--- config.mk ---
export PLATFORM = sky130hd
export DESIGN_NAME = sbfm_fault_manager
export DESIGN_NICKNAME = d
export VERILOG_FILES = /design/src/hw/sbfm_pkg.sv /design/src/hw/sbfm_fault_manager.sv
export SDC_FILE = /design/constraint.sdc
export NUM_CORES = 1
export LEC_CHECK = 0
export BUFFER_PORTS_ARGS = -buffer_cell sky130_fd_sc_hd__buf_4
export CORE_MARGIN = 4
export CORE_UTILIZATION = 52
export CTS_CLUSTER_SIZE = 30
export DETAILED_ROUTE_END_ITERATION = 6
export GPL_TIMING_DRIVEN = 0
export PLACE_DENSITY_LB_ADDON = 0.1
export SLEW_MARGIN = 10
export SYNTH_ARGS = -nofsm -noshare
export SYNTH_HDL_FRONTEND = slang
export SYNTH_SLANG_ARGS = --single-unit
--- constraint.sdc ---
create_clock -name core_clk -period 2.7 [get_ports core_clk]
set_input_delay 0.405 -clock core_clk [delete_from_list [all_inputs] [get_ports core_clk]]
set_output_delay 0.405 -clock core_clk [all_outputs]
set_load 0.1 [all_outputs]
--- src/hw/sbfm_pkg.sv ---
// Purpose: Shared constants for the supply and boost fault manager.
// Assumes: 125 MHz core clock, classic Wishbone register access.
// Notes:   Register offsets are byte addresses of 32-bit words.
package sbfm_pkg;
    // Clock and timing
    localparam int unsigned ClkHz        = 125_000_000;
    localparam int unsigned RecoveryMs   = 100;
    localparam int unsigned OcpQualMs    = 110;
    localparam int unsigned RecoveryCyc  = (ClkHz / 1000) * RecoveryMs;
    localparam int unsigned OcpQualCyc   = (ClkHz / 1000) * OcpQualMs;
    localparam int unsigned CntW         = 24;

    // Register map
    localparam logic [7:0] AddrStatus    = 8'h00;
    localparam logic [7:0] AddrClear     = 8'h04;
    localparam logic [7:0] AddrEnable    = 8'h08;
    localparam logic [7:0] AddrConfig    = 8'h0c;
    localparam logic [7:0] AddrState     = 8'h10;

    // Status bit positions
    localparam int unsigned NumFlags     = 14;
    localparam int unsigned FInUv        = 0;
    localparam int unsigned FInOv        = 1;
    localparam int unsigned FRegUv       = 2;
    localparam int unsigned FInOc        = 3;
    localparam int unsigned FCp          = 4;
    localparam int unsigned FCpMissing   = 5;
    localparam int unsigned FSync        = 6;
    localparam int unsigned FCrc         = 7;
    localparam int unsigned FOvpLow      = 8;
    localparam int unsigned FOvpHigh     = 9;
    localparam int unsigned FBstOc       = 10;
    localparam int unsigned FStrRes      = 11;
    localparam int unsigned FModeRes     = 12;
    localparam int unsigned FFreqRes     = 13;

    // Flags allowed to raise the interrupt
    localparam logic [13:0] IrqCapable   = 14'h06fe;
    localparam logic [13:0] EnableReset  = 14'h3fff;

    // Fallback configuration values
    localparam logic [2:0]  DefChannels  = 3'h6;
    localparam logic [7:0]  DefCurrentMa = 8'h96;
    localparam logic [6:0]  DefAddr      = 7'h2a;
    localparam logic [1:0]  DimPhaseShift = 2'h0;
    localparam logic [11:0] DefBoostKhz  = 12'h190;
    localparam logic [11:0] DefPwmHz     = 12'h131;

    // Operating state seen by this block
    typedef enum logic [2:0] {
        SBFM_INIT     = 3'b000,
        SBFM_STANDBY  = 3'b001,
        SBFM_RUN      = 3'b010,
        SBFM_RECOVER  = 3'b011,
        SBFM_HOLD     = 3'b100
    } sbfm_state_e;
endpackage

--- src/hw/sbfm_fault_manager.sv ---
// Purpose: Fault supervision, interrupt and recovery sequencing for supply and boost.
// Assumes: Detector inputs are synchronous levels; Wishbone classic slave.
// Notes:   One ack cycle after each strobe; unmapped addresses ack with zero data.
//          Writes land on the edge that raises ack.
//          Bench may shorten both timing parameters.
//
// Functional notes
// - Input undervoltage: flag, standby, restart when recovered.
// - Input overvoltage: flag, interrupt, recover, wait low.
// - Regulator undervoltage: flag, interrupt, restart when recovered.
// - Input overcurrent: flag, interrupt, recover, restart later.
// - Charge pump fault: flag, interrupt, recover, delayed restart.
// - Missing pump parts: flag, interrupt, pump off.
// - Lost sync clock: flag, interrupt, internal clock.
// - Configuration load error: flag, interrupt, keep running.
// - Low overvoltage: flag only, pause boost switching.
// - High overvoltage: flag, interrupt, recover, wait low.
// - Feedback low 110 ms: boost overcurrent fault.
// - Bad string resistor: flag, six channels, full current.
// - Bad mode resistor: flag, phase-shift, default address.
// - Bad frequency resistor: flag, default for each bad frequency.
// - Recovery holds outputs off, restart needs enable, brightness.
// - Resistor checks only at initialization, choice kept.
`timescale 1ns/1ps
module sbfm_fault_manager #(
    parameter int unsigned RecoveryCycles = sbfm_pkg::RecoveryCyc,
    parameter int unsigned OcpQualCycles  = sbfm_pkg::OcpQualCyc
) (
    input  wire logic        core_clk,
    input  wire logic        reset,
    // Wishbone classic slave
    input  wire logic        wb_cyc_i,
    input  wire logic        wb_stb_i,
    input  wire logic        wb_we_i,
    input  wire logic [7:0]  wb_adr_i,
    input  wire logic [3:0]  wb_sel_i,
    input  wire logic [31:0] wb_dat_i,
    output logic [31:0]      wb_dat_o,
    output logic             wb_ack_o,
    // Detector levels
    input  wire logic        inUndervoltage,
    input  wire logic        inOvervoltage,
    input  wire logic        regUndervoltage,
    input  wire logic        inOvercurrent,
    input  wire logic        chargePumpAbnormal,
    input  wire logic        chargePumpPartsMissing,
    input  wire logic        syncValidAtEnable,
    input  wire logic        syncLost,
    input  wire logic        boost_sync_input,
    input  wire logic        configLoadError,
    input  wire logic        fbOverLow,
    input  wire logic        fbOverHigh,
    input  wire logic        dischargeOver,
    input  wire logic        fbUnderUvp,
    // Initialization-time resistor detection
    input  wire logic        initDone,
    input  wire logic        stringResBad,
    input  wire logic [2:0]  stringResChannels,
    input  wire logic [7:0]  stringResCurrentMa,
    input  wire logic        modeResBad,
    input  wire logic [1:0]  modeResDimMode,
    input  wire logic [6:0]  modeResAddr,
    input  wire logic        boostFreqResBad,
    input  wire logic [11:0] boostFreqResKhz,
    input  wire logic        pwmFreqResBad,
    input  wire logic [11:0] pwmFreqResHz,
    // System conditions
    input  wire logic        enable,
    input  wire logic        brightnessNonzero,
    // Responses
    output logic             faultIrq,
    output logic             powerEnable,
    output logic             boostSwitchEnable,
    output logic             chargePumpEnable,
    output logic             useInternalClock,
    output logic             spreadSpectrumEnable,
    output logic [2:0]       ledChannels,
    output logic [7:0]       ledCurrentMa,
    output logic [1:0]       dimMode,
    output logic [6:0]       targetAddr,
    output logic [11:0]      boostFreqKhz,
    output logic [11:0]      pwmFreqHz
);
    import sbfm_pkg::*;

    ////////////////////////////////////////////////////////////////////////////
    // Declarations
    logic [NumFlags-1:0] status_q;
    logic [NumFlags-1:0] irqEnable_q;
    logic [NumFlags-1:0] event_d;
    logic [NumFlags-1:0] clear_d;
    sbfm_state_e         state_q;
    // 24 bits cover the full 110 ms count
    logic [CntW-1:0]     recCnt_q;
    logic [CntW-1:0]     uvpCnt_q;
    logic                waitLevel_q;
    logic                ovHold_q;
    logic                ovpHighHold_q;
    logic                syncLost_q;
    logic                cpOff_q;
    logic                latched_q;
    logic                wbReq;
    logic                uvpQualified;
    logic                recoverFault;

    // Address and direction match; callers
    // handle the byte lanes themselves
    function automatic logic wr_hit(input logic [7:0] adr, input logic [7:0] off,
                                    input logic req, input logic we);
        return req && we && (adr == off);
    endfunction

    ////////////////////////////////////////////////////////////////////////////
    // Event sources
    assign uvpQualified = (uvpCnt_q >= CntW'(OcpQualCycles));
    // A held level re-sets its flag each cycle,
    // so a clear sticks only once it drops
    always_comb begin
        event_d             = '0;
        event_d[FInUv]      = inUndervoltage;
        event_d[FInOv]      = inOvervoltage;
        event_d[FRegUv]     = regUndervoltage;
        event_d[FInOc]      = inOvercurrent;
        event_d[FCp]        = chargePumpAbnormal | chargePumpPartsMissing;
        event_d[FCpMissing] = chargePumpPartsMissing;
        event_d[FSync]      = syncValidAtEnable & syncLost;
        event_d[FCrc]       = configLoadError;
        event_d[FOvpLow]    = fbOverLow;
        event_d[FOvpHigh]   = fbOverHigh | dischargeOver;
        event_d[FBstOc]     = uvpQualified;
        // Resistor flags sample only on the initialization strobe
        event_d[FStrRes]    = initDone & (state_q == SBFM_INIT) & stringResBad;
        event_d[FModeRes]   = initDone & (state_q == SBFM_INIT) & modeResBad;
        event_d[FFreqRes]   = initDone & (state_q == SBFM_INIT)
                              & (boostFreqResBad | pwmFreqResBad);
    end

    // Faults that send the device through the timed recovery state
    // Flag-only faults stay out of this set
    assign recoverFault = inOvervoltage | inOvercurrent | chargePumpAbnormal
                          | fbOverHigh | dischargeOver | uvpQualified;

    ////////////////////////////////////////////////////////////////////////////
    // Wishbone slave: one wait-free ack cycle, dropped the cycle after
    // Held stb gets ack every other cycle
    assign wbReq = wb_cyc_i & wb_stb_i & ~wb_ack_o;
    always_ff @(posedge core_clk) begin
        if (reset) begin
            wb_ack_o <= 1'b0;
        end else begin
            wb_ack_o <= wbReq;
        end
    end

    // Read data is registered so it stands with ack
    always_ff @(posedge core_clk) begin
        if (reset) begin
            wb_dat_o <= 32'h0000_0000;
        end else if (wbReq && !wb_we_i) begin
            case (wb_adr_i)
                AddrStatus: wb_dat_o <= 32'(status_q);
                AddrEnable: wb_dat_o <= 32'(irqEnable_q);
                // Config word is full, so spread spectrum sits in the state word
                AddrConfig: wb_dat_o <= {useInternalClock,
                                         pwmFreqHz, boostFreqKhz, targetAddr};
                AddrState:  wb_dat_o <= {25'h0, spreadSpectrumEnable, latched_q, cpOff_q,
                                         boostSwitchEnable, logic'(state_q[2]), state_q[1:0]};
                default:    wb_dat_o <= 32'h0000_0000;
            endcase
        end
    end

    // Clear strobes come from the write-only clear register, low two lanes
    // Lanes 2 and 3 carry no flag bits
    always_comb begin
        clear_d = '0;
        if (wr_hit(wb_adr_i, AddrClear, wbReq, wb_we_i)) begin
            clear_d[7:0] = wb_sel_i[0] ? wb_dat_i[7:0] : 8'h00;
            clear_d[NumFlags-1:8] = wb_sel_i[1] ? wb_dat_i[NumFlags-1:8] : 6'h00;
        end
    end

    ////////////////////////////////////////////////////////////////////////////
    // Sticky status: a new event beats a clear in the same cycle
    // Resistor flags only ever set from INIT
    always_ff @(posedge core_clk) begin
        if (reset) begin
            status_q <= '0;
        end else begin
            status_q <= (status_q & ~clear_d) | event_d;
        end
    end

    // Interrupt enable register
    // All ones at reset: no source starts hidden
    always_ff @(posedge core_clk) begin
        if (reset) begin
            irqEnable_q <= EnableReset;
        end else if (wr_hit(wb_adr_i, AddrEnable, wbReq, wb_we_i)) begin
            if (wb_sel_i[0]) irqEnable_q[7:0] <= wb_dat_i[7:0];
            if (wb_sel_i[1]) irqEnable_q[NumFlags-1:8] <= wb_dat_i[NumFlags-1:8];
        end
    end

    // Only interrupt-capable flags drive the pin; level until cleared
    // Flag-only bits never reach it, even enabled
    assign faultIrq = |(status_q & irqEnable_q & IrqCapable);

    ////////////////////////////////////////////////////////////////////////////
    // Feedback undervoltage qualification timer
    // Any break in the low level restarts it;
    // it saturates so it can never wrap
    always_ff @(posedge core_clk) begin
        if (reset) begin
            uvpCnt_q <= '0;
        end else if (!fbUnderUvp || state_q != SBFM_RUN) begin
            uvpCnt_q <= '0;
        end else if (!uvpQualified) begin
            uvpCnt_q <= uvpCnt_q + CntW'(1);
        end
    end

    ////////////////////////////////////////////////////////////////////////////
    // Operating state: init, standby, run, timed recovery, hold-off
    // Only RECOVER counts; HOLD waits on levels
    // Brightness gates entry to RUN, not exit
    always_ff @(posedge core_clk) begin
        if (reset) begin
            state_q  <= SBFM_INIT;
            recCnt_q <= '0;
        end else begin
            case (state_q)
                SBFM_INIT: begin
                    if (initDone) state_q <= SBFM_STANDBY;
                end
                SBFM_STANDBY: begin
                    // Level faults keep us in standby until they clear;
                    // live overvoltage too, as the latch lags a cycle
                    if (!inUndervoltage && !regUndervoltage && !ovHold_q && !inOvervoltage
                        && enable && brightnessNonzero) begin
                        state_q <= SBFM_RUN;
                    end
                end
                SBFM_RUN: begin
                    if (recoverFault) begin
                        state_q  <= SBFM_RECOVER;
                        recCnt_q <= '0;
                    end else if (inUndervoltage || regUndervoltage || !enable) begin
                        state_q <= SBFM_STANDBY;
                    end
                end
                SBFM_RECOVER: begin
                    if (recCnt_q >= CntW'(RecoveryCycles - 1)) begin
                        state_q <= SBFM_HOLD;
                    end else begin
                        recCnt_q <= recCnt_q + CntW'(1);
                    end
                end
                SBFM_HOLD: begin
                    // Overvoltage faults also wait for their level to drop
                    if (!waitLevel_q) state_q <= SBFM_STANDBY;
                end
                default: state_q <= SBFM_INIT;
            endcase
        end
    end

    // Overvoltage hold-off latches; released once the level falls
    // The high latch drops only in HOLD, so a
    // started recovery always runs to the end
    always_ff @(posedge core_clk) begin
        if (reset) begin
            ovHold_q      <= 1'b0;
            ovpHighHold_q <= 1'b0;
        end else begin
            if (inOvervoltage) ovHold_q <= 1'b1;
            else if (state_q != SBFM_RUN) ovHold_q <= 1'b0;
            if (fbOverHigh || dischargeOver) ovpHighHold_q <= 1'b1;
            else if (state_q == SBFM_HOLD) ovpHighHold_q <= 1'b0;
        end
    end
    assign waitLevel_q = ovHold_q | ovpHighHold_q | inOvervoltage;
    assign latched_q   = ovHold_q | ovpHighHold_q;

    // Power and boost gating; recovery forces all off
    // Low OVP pauses boost but stays in RUN
    assign powerEnable       = (state_q == SBFM_RUN);
    assign boostSwitchEnable = (state_q == SBFM_RUN) && !fbOverLow;

    ////////////////////////////////////////////////////////////////////////////
    // Charge pump disable, sticky until reset since the parts stay missing
    // A board repaired while powered stays off
    always_ff @(posedge core_clk) begin
        if (reset) begin
            cpOff_q <= 1'b0;
        end else if (chargePumpPartsMissing) begin
            cpOff_q <= 1'b1;
        end
    end
    assign chargePumpEnable = !cpOff_q;

    // Sync clock fallback and spread-spectrum choice
    // Fallback is sticky until reset so the
    // boost clock never hops back and forth
    always_ff @(posedge core_clk) begin
        if (reset) begin
            syncLost_q           <= 1'b0;
            useInternalClock     <= 1'b0;
            spreadSpectrumEnable <= 1'b0;
        end else begin
            if (syncValidAtEnable && syncLost) syncLost_q <= 1'b1;
            useInternalClock     <= syncLost_q || !syncValidAtEnable;
            spreadSpectrumEnable <= syncLost_q && boost_sync_input;
        end
    end

    ////////////////////////////////////////////////////////////////////////////
    // Configuration captured once at the end of initialization
    // Later changes on these inputs are ignored
    always_ff @(posedge core_clk) begin
        if (reset) begin
            ledChannels  <= DefChannels;
            ledCurrentMa <= DefCurrentMa;
            dimMode      <= DimPhaseShift;
            targetAddr   <= DefAddr;
            boostFreqKhz <= DefBoostKhz;
            pwmFreqHz    <= DefPwmHz;
        end else if (initDone && state_q == SBFM_INIT) begin
            ledChannels  <= stringResBad ? DefChannels : stringResChannels;
            ledCurrentMa <= stringResBad ? DefCurrentMa : stringResCurrentMa;
            dimMode      <= modeResBad ? DimPhaseShift : modeResDimMode;
            targetAddr   <= modeResBad ? DefAddr : modeResAddr;
            boostFreqKhz <= boostFreqResBad ? DefBoostKhz : boostFreqResKhz;
            pwmFreqHz    <= pwmFreqResBad ? DefPwmHz : pwmFreqResHz;
        end
    end

    // Configuration load errors flag and interrupt; operation continues unchanged
    // so the sticky bit and its interrupt are the whole response.
endmodule

Word-level counts from Yosys, hierarchy flattened
Index checks and enable logic that the tools add are counted.
- $add $sub $neg: 2
- magnitude comparators: 2
- equal/unequal tests: 16
- multiplexer cells: 24
- bitwise logic cells: 22
- reductions and logical operators: 39
- operator list (operator ; number):
    $pmux 32 s4 ; 1
    $add 24x1->24 const B ; 2
    $ge 24x24->1 const B ; 2
    $mux 24 ; 2
    $pmux 24 s2 ; 1
    $mux 12 ; 2
    $mux 3 ; 7
    $eq 8x4->1 const B ; 2
    $mux 8 ; 2
    $pmux 3 s5 ; 1
    $and 14x14->14 ; 1
    $mux 14 ; 1
    $not 14->14 ; 1
    $or 14x14->14 ; 1
    $logic_and 1x1->1 ; 13
    $and 11x11->11 ; 1
    $logic_not 1->1 ; 10
    $ne 2x2->1 const B ; 5
    $or 1x1->1 ; 10
    $reduce_or 9->1 ; 1
    $eq 8x3->1 const B ; 1
    $eq 8x5->1 const B ; 1
    $logic_not 8->1 ; 1
    $and 1x1->1 ; 7
    other kinds (18) ; 29
- flip-flop bits (word level): 162
- output and inout bits: 83
- logic and storage cells: 125

Logic depth before layout (Yosys ltp)
Gate-level depths: netlist of run 1.
- word-level depth: 8
- mapped depth: 9
- mapped depth without buffers: 6

Worst setup path before layout of run 1
OpenSTA, ideal clock, no wires.
- kind: register to register
- start: register state_q[0]
- end: register wb_dat_o[3]
- arrival time: 2654 ps
- data required time: 2626 ps
- slack: -28 ps
- stages on the path, launching flop included: 7
- buffers on the path: 1
- clock period less this slack: 2728 ps
- cells stage by stage: dfxtp_1 buf_2 or3b_2 nor2_1 a222oi_1 a21boi_0 o21ai_0
- cells in the longest elaborated chain, start to end: 3
- ends and longest elaborated chain (what ; line ; source):
    from (decl) ; sbfm_fault_manager.sv:92 ; sbfm_state_e state_q;
    from (signal assigned) ; sbfm_fault_manager.sv:229 ; state_q <= SBFM_INIT;
    from (signal assigned) ; sbfm_fault_manager.sv:234 ; if (initDone) state_q <= SBFM_STANDBY;
    from (signal assigned) ; sbfm_fault_manager.sv:241 ; state_q <= SBFM_RUN;
    $eq 3x2->1 ; sbfm_fault_manager.sv:288 ; assign boostSwitchEnable = (state_q == SBFM_RUN) && !fbOverLow;
    $logic_and 1x1->1 ; sbfm_fault_manager.sv:288 ;
    net boostSwitchEnable ; sbfm_fault_manager.sv:73 ; output logic boostSwitchEnable,
    $pmux 32 s4 ; sbfm_fault_manager.sv:160 ; case (wb_adr_i)
    to (signal assigned) ; sbfm_fault_manager.sv:161 ; AddrStatus: wb_dat_o <= 32'(status_q);
    to (signal assigned) ; sbfm_fault_manager.sv:162 ; AddrEnable: wb_dat_o <= 32'(irqEnable_q);
    to (signal assigned) ; sbfm_fault_manager.sv:164 ; AddrConfig: wb_dat_o <= {useInternalClock,
    to (decl) ; sbfm_fault_manager.sv:38 ; output logic [31:0] wb_dat_o,
The timed path passes the listed nets, and every way through them passes these cells.
A chain may end at the register's enable or synchronous reset.

Worst setup path after layout of run 1
- start: input port wb_adr_i[0]
- end: register status_q[4]
- cells in the longest elaborated chain, start to end: 6
- ends and longest elaborated chain (what ; line ; source):
    from (decl) ; sbfm_fault_manager.sv:35 ; input wire logic [7:0] wb_adr_i,
    $eq 8x3->1 ; sbfm_fault_manager.sv:110 ; return req && we && (adr == off);
    $logic_and 1x1->1 ; sbfm_fault_manager.sv:110 ;
    $mux 14 ; sbfm_fault_manager.sv:177 ; if (wr_hit(wb_adr_i, AddrClear, wbReq, wb_we_i)) begin
    $not 14->14 ; sbfm_fault_manager.sv:190 ; status_q <= (status_q & ~clear_d) | event_d;
    $and 14x14->14 ; sbfm_fault_manager.sv:190 ;
    $or 14x14->14 ; sbfm_fault_manager.sv:190 ;
    to (signal assigned) ; sbfm_fault_manager.sv:190 ;
    to (decl) ; sbfm_fault_manager.sv:88 ; logic [NumFlags-1:0] status_q;
Every way passes these cells.

==> results of run 1 <==
final timing paths:
path	depth (start not counted)	to
worst max-delay path	7	status_q[4]
worst min register to register	2	dimMode[0]
worst min-delay path	3	status_q[7]
worst max register to register	6	recCnt_q[17]
critical path, stage by stage:
cell      delay (ps)
buf_4            100
or4_1            540
or3_4            380
nor3_1           900
nand2_1          120
a211oi_1         280
nor2_1            60
sequential cells by signal, indices dropped and copies added, names as in the netlist, 2 cells and up:
signal and cells:
recCnt_q 24, targetAddr 7, state_q 3, irqEnable_q 14
boostFreqKhz 12, ledChannels 3, wb_dat_o 32, uvpCnt_q 24
status_q 14, pwmFreqHz 12, dimMode 2, ledCurrentMa 8
layout make-up:
cell class / count / area, sq um
clock inverters: 6 / 105
fillers: 1072 / 3760
well taps: 172 / 215
clock buffers: 23 / 478
repair buffers: 175 / 1310
multi-input cells: 600 / 3440
flip-flops and latches: 162 / 3240
plain buffers: 51 / 219
inverters: 13 / 48.8
through the flow:
stage                     cells  power, mW  setup TNS, ps
after global placement     1173       4.44           -922
after global routing       1202       7.07              0
after detailed placement   1173       4.44           -694
after CTS                  1202       6.84              0
final                      1202       6.82              0
after floorplan             826       3.92              0
Yosys cell counts (all sizes together) (6+ instances only):
master  count  area [sq um]
nor3       27           140
buf        13          76.3
a211oi      7          70.1
a21oi      87           435
and3        6          37.5
xor2       19           166
nand3      41           205
nand2     107           402
or3        25           164
o21bai     17           128
clkbuf     38           143
a222oi     14           140
nor2       79           297
mux2i      17           170
o21ai      38           190
nand4      10          62.6
and2        6          37.5
nand3b     30           225
dfxtp     162          3240
a21boi      6          45.0
inv        13          48.8
nand2b     14          87.6
power by group:
| group | switching [mW] | leakage, nW | internal, mW |
|---|---|---|---|
| Sequential | 0.116 | 1.32 | 2.52 |
| Combinational | 1.31 | 1.84 | 0.463 |
| Clock | 0.902 | 0.289 | 1.51 |
| Total | 2.33 | 3.45 | 4.49 |
per-layer routing:
layer / global-route usage (%) / vias up
met4: 11.6 / 0
met5: 0 / -
met2: 45.5 / 288
li1: - / 3304
met3: 5.27 / 54
met1: 34.9 / 3207
cells by family (layout without fill, tap and decap cells):
| group | Yosys count | count (layout) | synth area share, % |
|---|---|---|---|
| flip-flops | 162 | 162 | 46.7 |
| adder cells (fa/ha/maj) | 3 | 3 | 0.540 |
| XOR/XNOR | 23 | 23 | 2.90 |
| multiplexers | 17 | 17 | 2.45 |
| AND/OR/NAND/NOR | 370 | 370 | 26.9 |
| buffers and inverters | 64 | 268 | 3.85 |
| AO/OA/AOI/OAI | 187 | 187 | 16.6 |
==> reports/qor.csv, run 1 <==
metric,value,unit
yosysSeqAreaShare,46.7,%
avgSynthCellArea,8.41,sq um
cts_root_buf,clkbuf_16,
viasPerCell,5.70,
coreArea,12800,sq um
preCtsSetupSlack,-149,ps
drc,0,
final_cell_mix,"176 x buf_4, 162 x dfxtp_1, 107 x nand2_1",
timing.rr.start,state_q[1],
num-nets-final,1137,
hold_violations,0,
wl_met3,1.57,mm
drt_first_pass_iters,7,
grt_max_degree,17,
peakVddDrop,0.000442,V
postRouteAntennaNets,0,
worstSetupStartpointType,input port,
wirelength,20.9,mm
ys_warn_count,0,
dp_hpwl,15.4,mm
grt_pass1_vias,6492,
top_layer,met4,
async_flop_share,0,%
grt_pass1_wl,32.7,mm
diodes,0,
vias,6853,
worst_slack,205,ps
min_period,2490,ps
worstSetupPathType,input port to flip-flop,
initial_core_util,54.2,%
synth_edf_count,0,
clock-sinks,162,
syn2layout_area_growth,30.4,%
syn_inst,826,
fin_area,9060,sq um
rsz0062_at_grt,false,
fin_util,70.7,%
setup_violations,0,
row_count,41,
clk_path_buf_depth,2,
min_from,configLoadError,
place_area,8480,sq um
ctsHoldBuffers,0,
ys.flop_type,dfxtp_1,
layout_commonest_cell,buf_4,
min_path_type,input port to flip-flop,
reg2reg_setup_slack,240,ps
fmax,401,MHz
ys_seq_elements,162,
post_cts_buffers,0,
syn_area,6950,sq um
slew_headroom,25.7,%
cts_buffers,17,
cts_htree_levels,4,
cp_data_required_time,2990,ps
wire_per_inst,17.4,microns
dieArea,15300,sq um
clkLatencyLatePin,420,ps
antenna_found_initial,0,
track_usage,27.4,%
wl_met2,10.0,mm
routabilityCongestion,0.891,
powerDensity,753,nW/um^2
ioPinCount,197,
cts_tree,yes,
crit_path_end_kind,flip-flop,
wl_met1,8.61,mm
period_share,92.4,%
status,"finished, final reports clean",
port_buffers,175,
tightest_slew,1110,ps
die_y,124,microns
cts_resized,0,
power.leakage,3.45,nW
drv_cap,0,
clkTransAtPathRegs,60,ps
final_layout_size_suffix_gt1_share,21.7,%
synth.distinct_cells,58,
syn_nets,943,
worstSetupStartpoint,wb_adr_i[0],
arrival,2790,ps
crit_path_max_fanout,8,
overflow,0,
fin_skew,5.38,ps
die_w,124,microns
fin_hold_ws,186,ps
drt_iter0_markers,650,
drv_slew,0,
Note: power is estimated with default switching activity, not from simulation.
==> inputs of run 2 (changes only) <==
--- a/config.mk
+++ b/config.mk
@@ -5,13 +5,16 @@
 export SDC_FILE = /design/constraint.sdc
 export NUM_CORES = 1
 export LEC_CHECK = 0
+export ABC_AREA = 1
 export BUFFER_PORTS_ARGS = -buffer_cell sky130_fd_sc_hd__buf_4
+export CAP_MARGIN = 20
 export CORE_MARGIN = 4
-export CORE_UTILIZATION = 52
+export CORE_UTILIZATION = 54
 export CTS_CLUSTER_SIZE = 30
 export DETAILED_ROUTE_END_ITERATION = 6
 export GPL_TIMING_DRIVEN = 0
 export PLACE_DENSITY_LB_ADDON = 0.1
+export SKIP_CTS_REPAIR_TIMING = 1
 export SLEW_MARGIN = 10
 export SYNTH_ARGS = -nofsm -noshare
 export SYNTH_HDL_FRONTEND = slang
==> run 2 against run 1 <==
  * Power is 15% higher
  * Synthesized cell count is 38% higher
  * Die area is 10% higher
  * Clock skew is 4.8 ps higher
  * Combinational power is 50% higher
==> reports/qor.csv, run 2 <==
metric,value,unit,change
grt_max_degree,17,,unchanged
wire_per_inst,15.8,microns,-9.2%
vias,8247,,+20%
min_period,2180,ps,-318 ps
regArea,3240,sq um,unchanged
ys_warn_count,0,,unchanged
multi_input_area,4140,sq um,+20%
place_area,9530,sq um,+12%
drv_cap,0,,unchanged
synth_top_area_share,40.6,%,-6.1 points
overflow,0,,unchanged
cts_htree_levels,4,,unchanged
track_usage,28.5,%,+1.1 points
drt_iter0_markers,713,,+9.7%
final_layout_size_suffix_gt1_share,21.3,%,-0.46 points
wirelength,24.2,mm,+16%
synth_common_cells,"264 x nand2_1, 162 x dfxtp_1, 121 x a21oi_1",,
clock-sinks,162,,unchanged
synth.most_common_cell,nand2_1,,
row_count,44,,+7.3%
die_w,130,microns,+4.9%
cp_data_required_time,2300,ps,-690 ps
ys_seq_elements,162,,unchanged
slew_headroom,51.4,%,+26 points
fin_util,69.6,%,-1.1 points
grt_pass1_vias,7565,,+17%
cts_root_buf,clkbuf_16,,
fin_area,10100,sq um,+12%
power.leakage,4.05,nW,+17%
drc,0,,unchanged
syn_area,7990,sq um,+15%
worstSetupStartpointType,flip-flop,,
viasPerCell,5.38,,-5.6%
yosysSeqAreaShare,40.6,%,-6.1 points
critPathMostFrequentCell,inv_1,,
clkLatencyLatePin,430,ps,about the same
status,"finished, final reports clean",,
drt_first_pass_iters,6,,-1
tightest_slew,729,ps,-378 ps
syn2layout_area_growth,26.6,%,
n_fill_cell,1312,,+22%
hold_depth,2,,-1
die_y,130,microns,+4.9%
period_share,80.6,%,-12 points
crit_path_end_kind,output pin,,
min_delay_worst_endpoint,useInternalClock,,
grt_pass1_wl,38.3,mm,+17%
setup_violations,0,,unchanged
rr_endpoint,ledChannels[1],,
avgSynthCellArea,7.00,sq um,-17%
crit_cells,4,,-3
antenna_found_initial,0,,unchanged
fmax,459,MHz,+15%
reg.largest.list,"wb_dat_o x32, recCnt_q x24, uvpCnt_q x24",,
syn_nets,1259,,+34%
peakVddDrop,0.000658,V,+49%
power,7.82,mW,+15%
powerDensity,773,nW/um^2,+2.8%
synth_area_leaders,"dfxtp_1 41%, nand2_1 12%, a21oi_1 7.6%",,
layout_commonest_cell,nand2_1,,
diodes,0,,unchanged
largest_register_ffs,32,,unchanged
cpMaxStageDelayCell,dfxtp_1,,
dp_hpwl,18.5,mm,+20%
synth_edf_count,0,,unchanged
ioPinCount,197,,unchanged
reg2reg_depth,7,,+1
async_flop_share,0,%,unchanged
synth_top_cell_by_area,dfxtp_1,,
dieArea,16800,sq um,+10%
syn_inst,1142,,+38%
fin_hold_ws,172,ps,-14.0 ps
cts_buffers,17,,unchanged
cp_slowest_stage_delay,380,ps,-520 ps
path_buf_inv,3,,+2
min_from,syncValidAtEnable,,
drv_slew,0,,unchanged
ys.flop_type,dfxtp_1,,
initial_core_util,55.0,%,+0.81 points
worstSetupPathType,flip-flop to output pin,,
routabilityCongestion,0.925,,+3.8%
top_register,wb_dat_o,,
final_cell_mix,"264 x nand2_1, 177 x buf_4, 162 x dfxtp_1",,
hold_violations,0,,unchanged
clk_path_buf_depth,2,,unchanged
cp_top_family,buffers and inverters,,
tns,0,ps,unchanged
port_buffers,175,,unchanged
synth.distinct_cells,45,,-22%
path_cells,inv_1 -> nand3_1 -> inv_1 -> buf_4,,
min_path_type,input port to flip-flop,,
arrival,1770,ps,-1020 ps
crit_path_max_fanout,6,,-2
postRouteAntennaNets,0,,unchanged
timing.rr.start,state_q[2],,
reg2reg_setup_slack,690,ps,+450 ps
rsz0062_at_grt,false,,
coreArea,14500,sq um,+13%
num-nets-final,1453,,+28%
cts_tree,yes,,
fin_skew,10.2,ps,+4.79 ps
clkTransAtPathRegs,60,ps,about the same
## run 2: cell count changes after synthesis, sizes merged, moves of 25 or more
| cell | before | now |
|---|---|---|
| o21ai | 38 | 68 |
| nand2 | 107 | 290 |
| a21oi | 87 | 142 |
| nand3b | 30 | 1 |
| or3 | 25 | 0 |
| nand3 | 41 | 105 |
| inv | 13 | 92 |
| nor2 | 79 | 119 |
## run 2: stage by stage
| step | setup WS (ps) | cells |
|---|---|---|
| 2_1_floorplan | 305 | 1142 |
| 3_3_place_gp | 639 | 1501 |
| 3_5_place_dp | 638 | 1501 |
| 4_1_cts | 556 | 1532 |
| 5_1_grt | 458 | 1532 |
| 6_report | 523 | 1532 |
## run 2: how the worst max path moves through the flow
stage | startpoint | to | slack (ps)
2_1_floorplan | state_q[2] | wb_dat_o[3] | 300
3_3_place_gp | wb_cyc_i | wb_dat_o[1] | 640
3_5_place_dp | wb_cyc_i | wb_dat_o[1] | 640
4_1_cts | state_q[2] | powerEnable | 560
5_1_grt | state_q[2] | powerEnable | 460
6_report | state_q[2] | powerEnable | 520
## run 2: area by class of cell
type,instances,area share (%)
Clock buffer,17,4.21
Multi-Input combinational cell,833,40.9
Clock inverter,14,1.52
Inverter,94,3.54
Tap cell,184,2.28
Sequential cell,162,32.1
Buffer,53,2.50
Timing Repair Buffer,175,13.0
## run 2: kinds of logic after synthesis
family	count (synthesis)	share of synthesized area [%]
DFF	162	40.6
buffers and inverters	147	7.64
xor gates and xnor gates	28	3.07
adders and majority gates	3	0.470
AOI/OAI and AO/OA	248	17.6
and+or+nand+nor	554	30.6
## run 2: report_power, final
part           internal (mW)  switching (mW)  total (mW)
combinational          0.634            2.03        2.67
sequential              2.59           0.145        2.74
clock                   1.37            1.04        2.42
## run 2: routing by layer
layer,routed length [microns],vias up,track usage [%]
li1,-,4162,-
met1,10600,3794,38.2
met2,11600,256,48.2
met3,1590,35,4.12
met4,432,0,8.07
met5,0,-,0
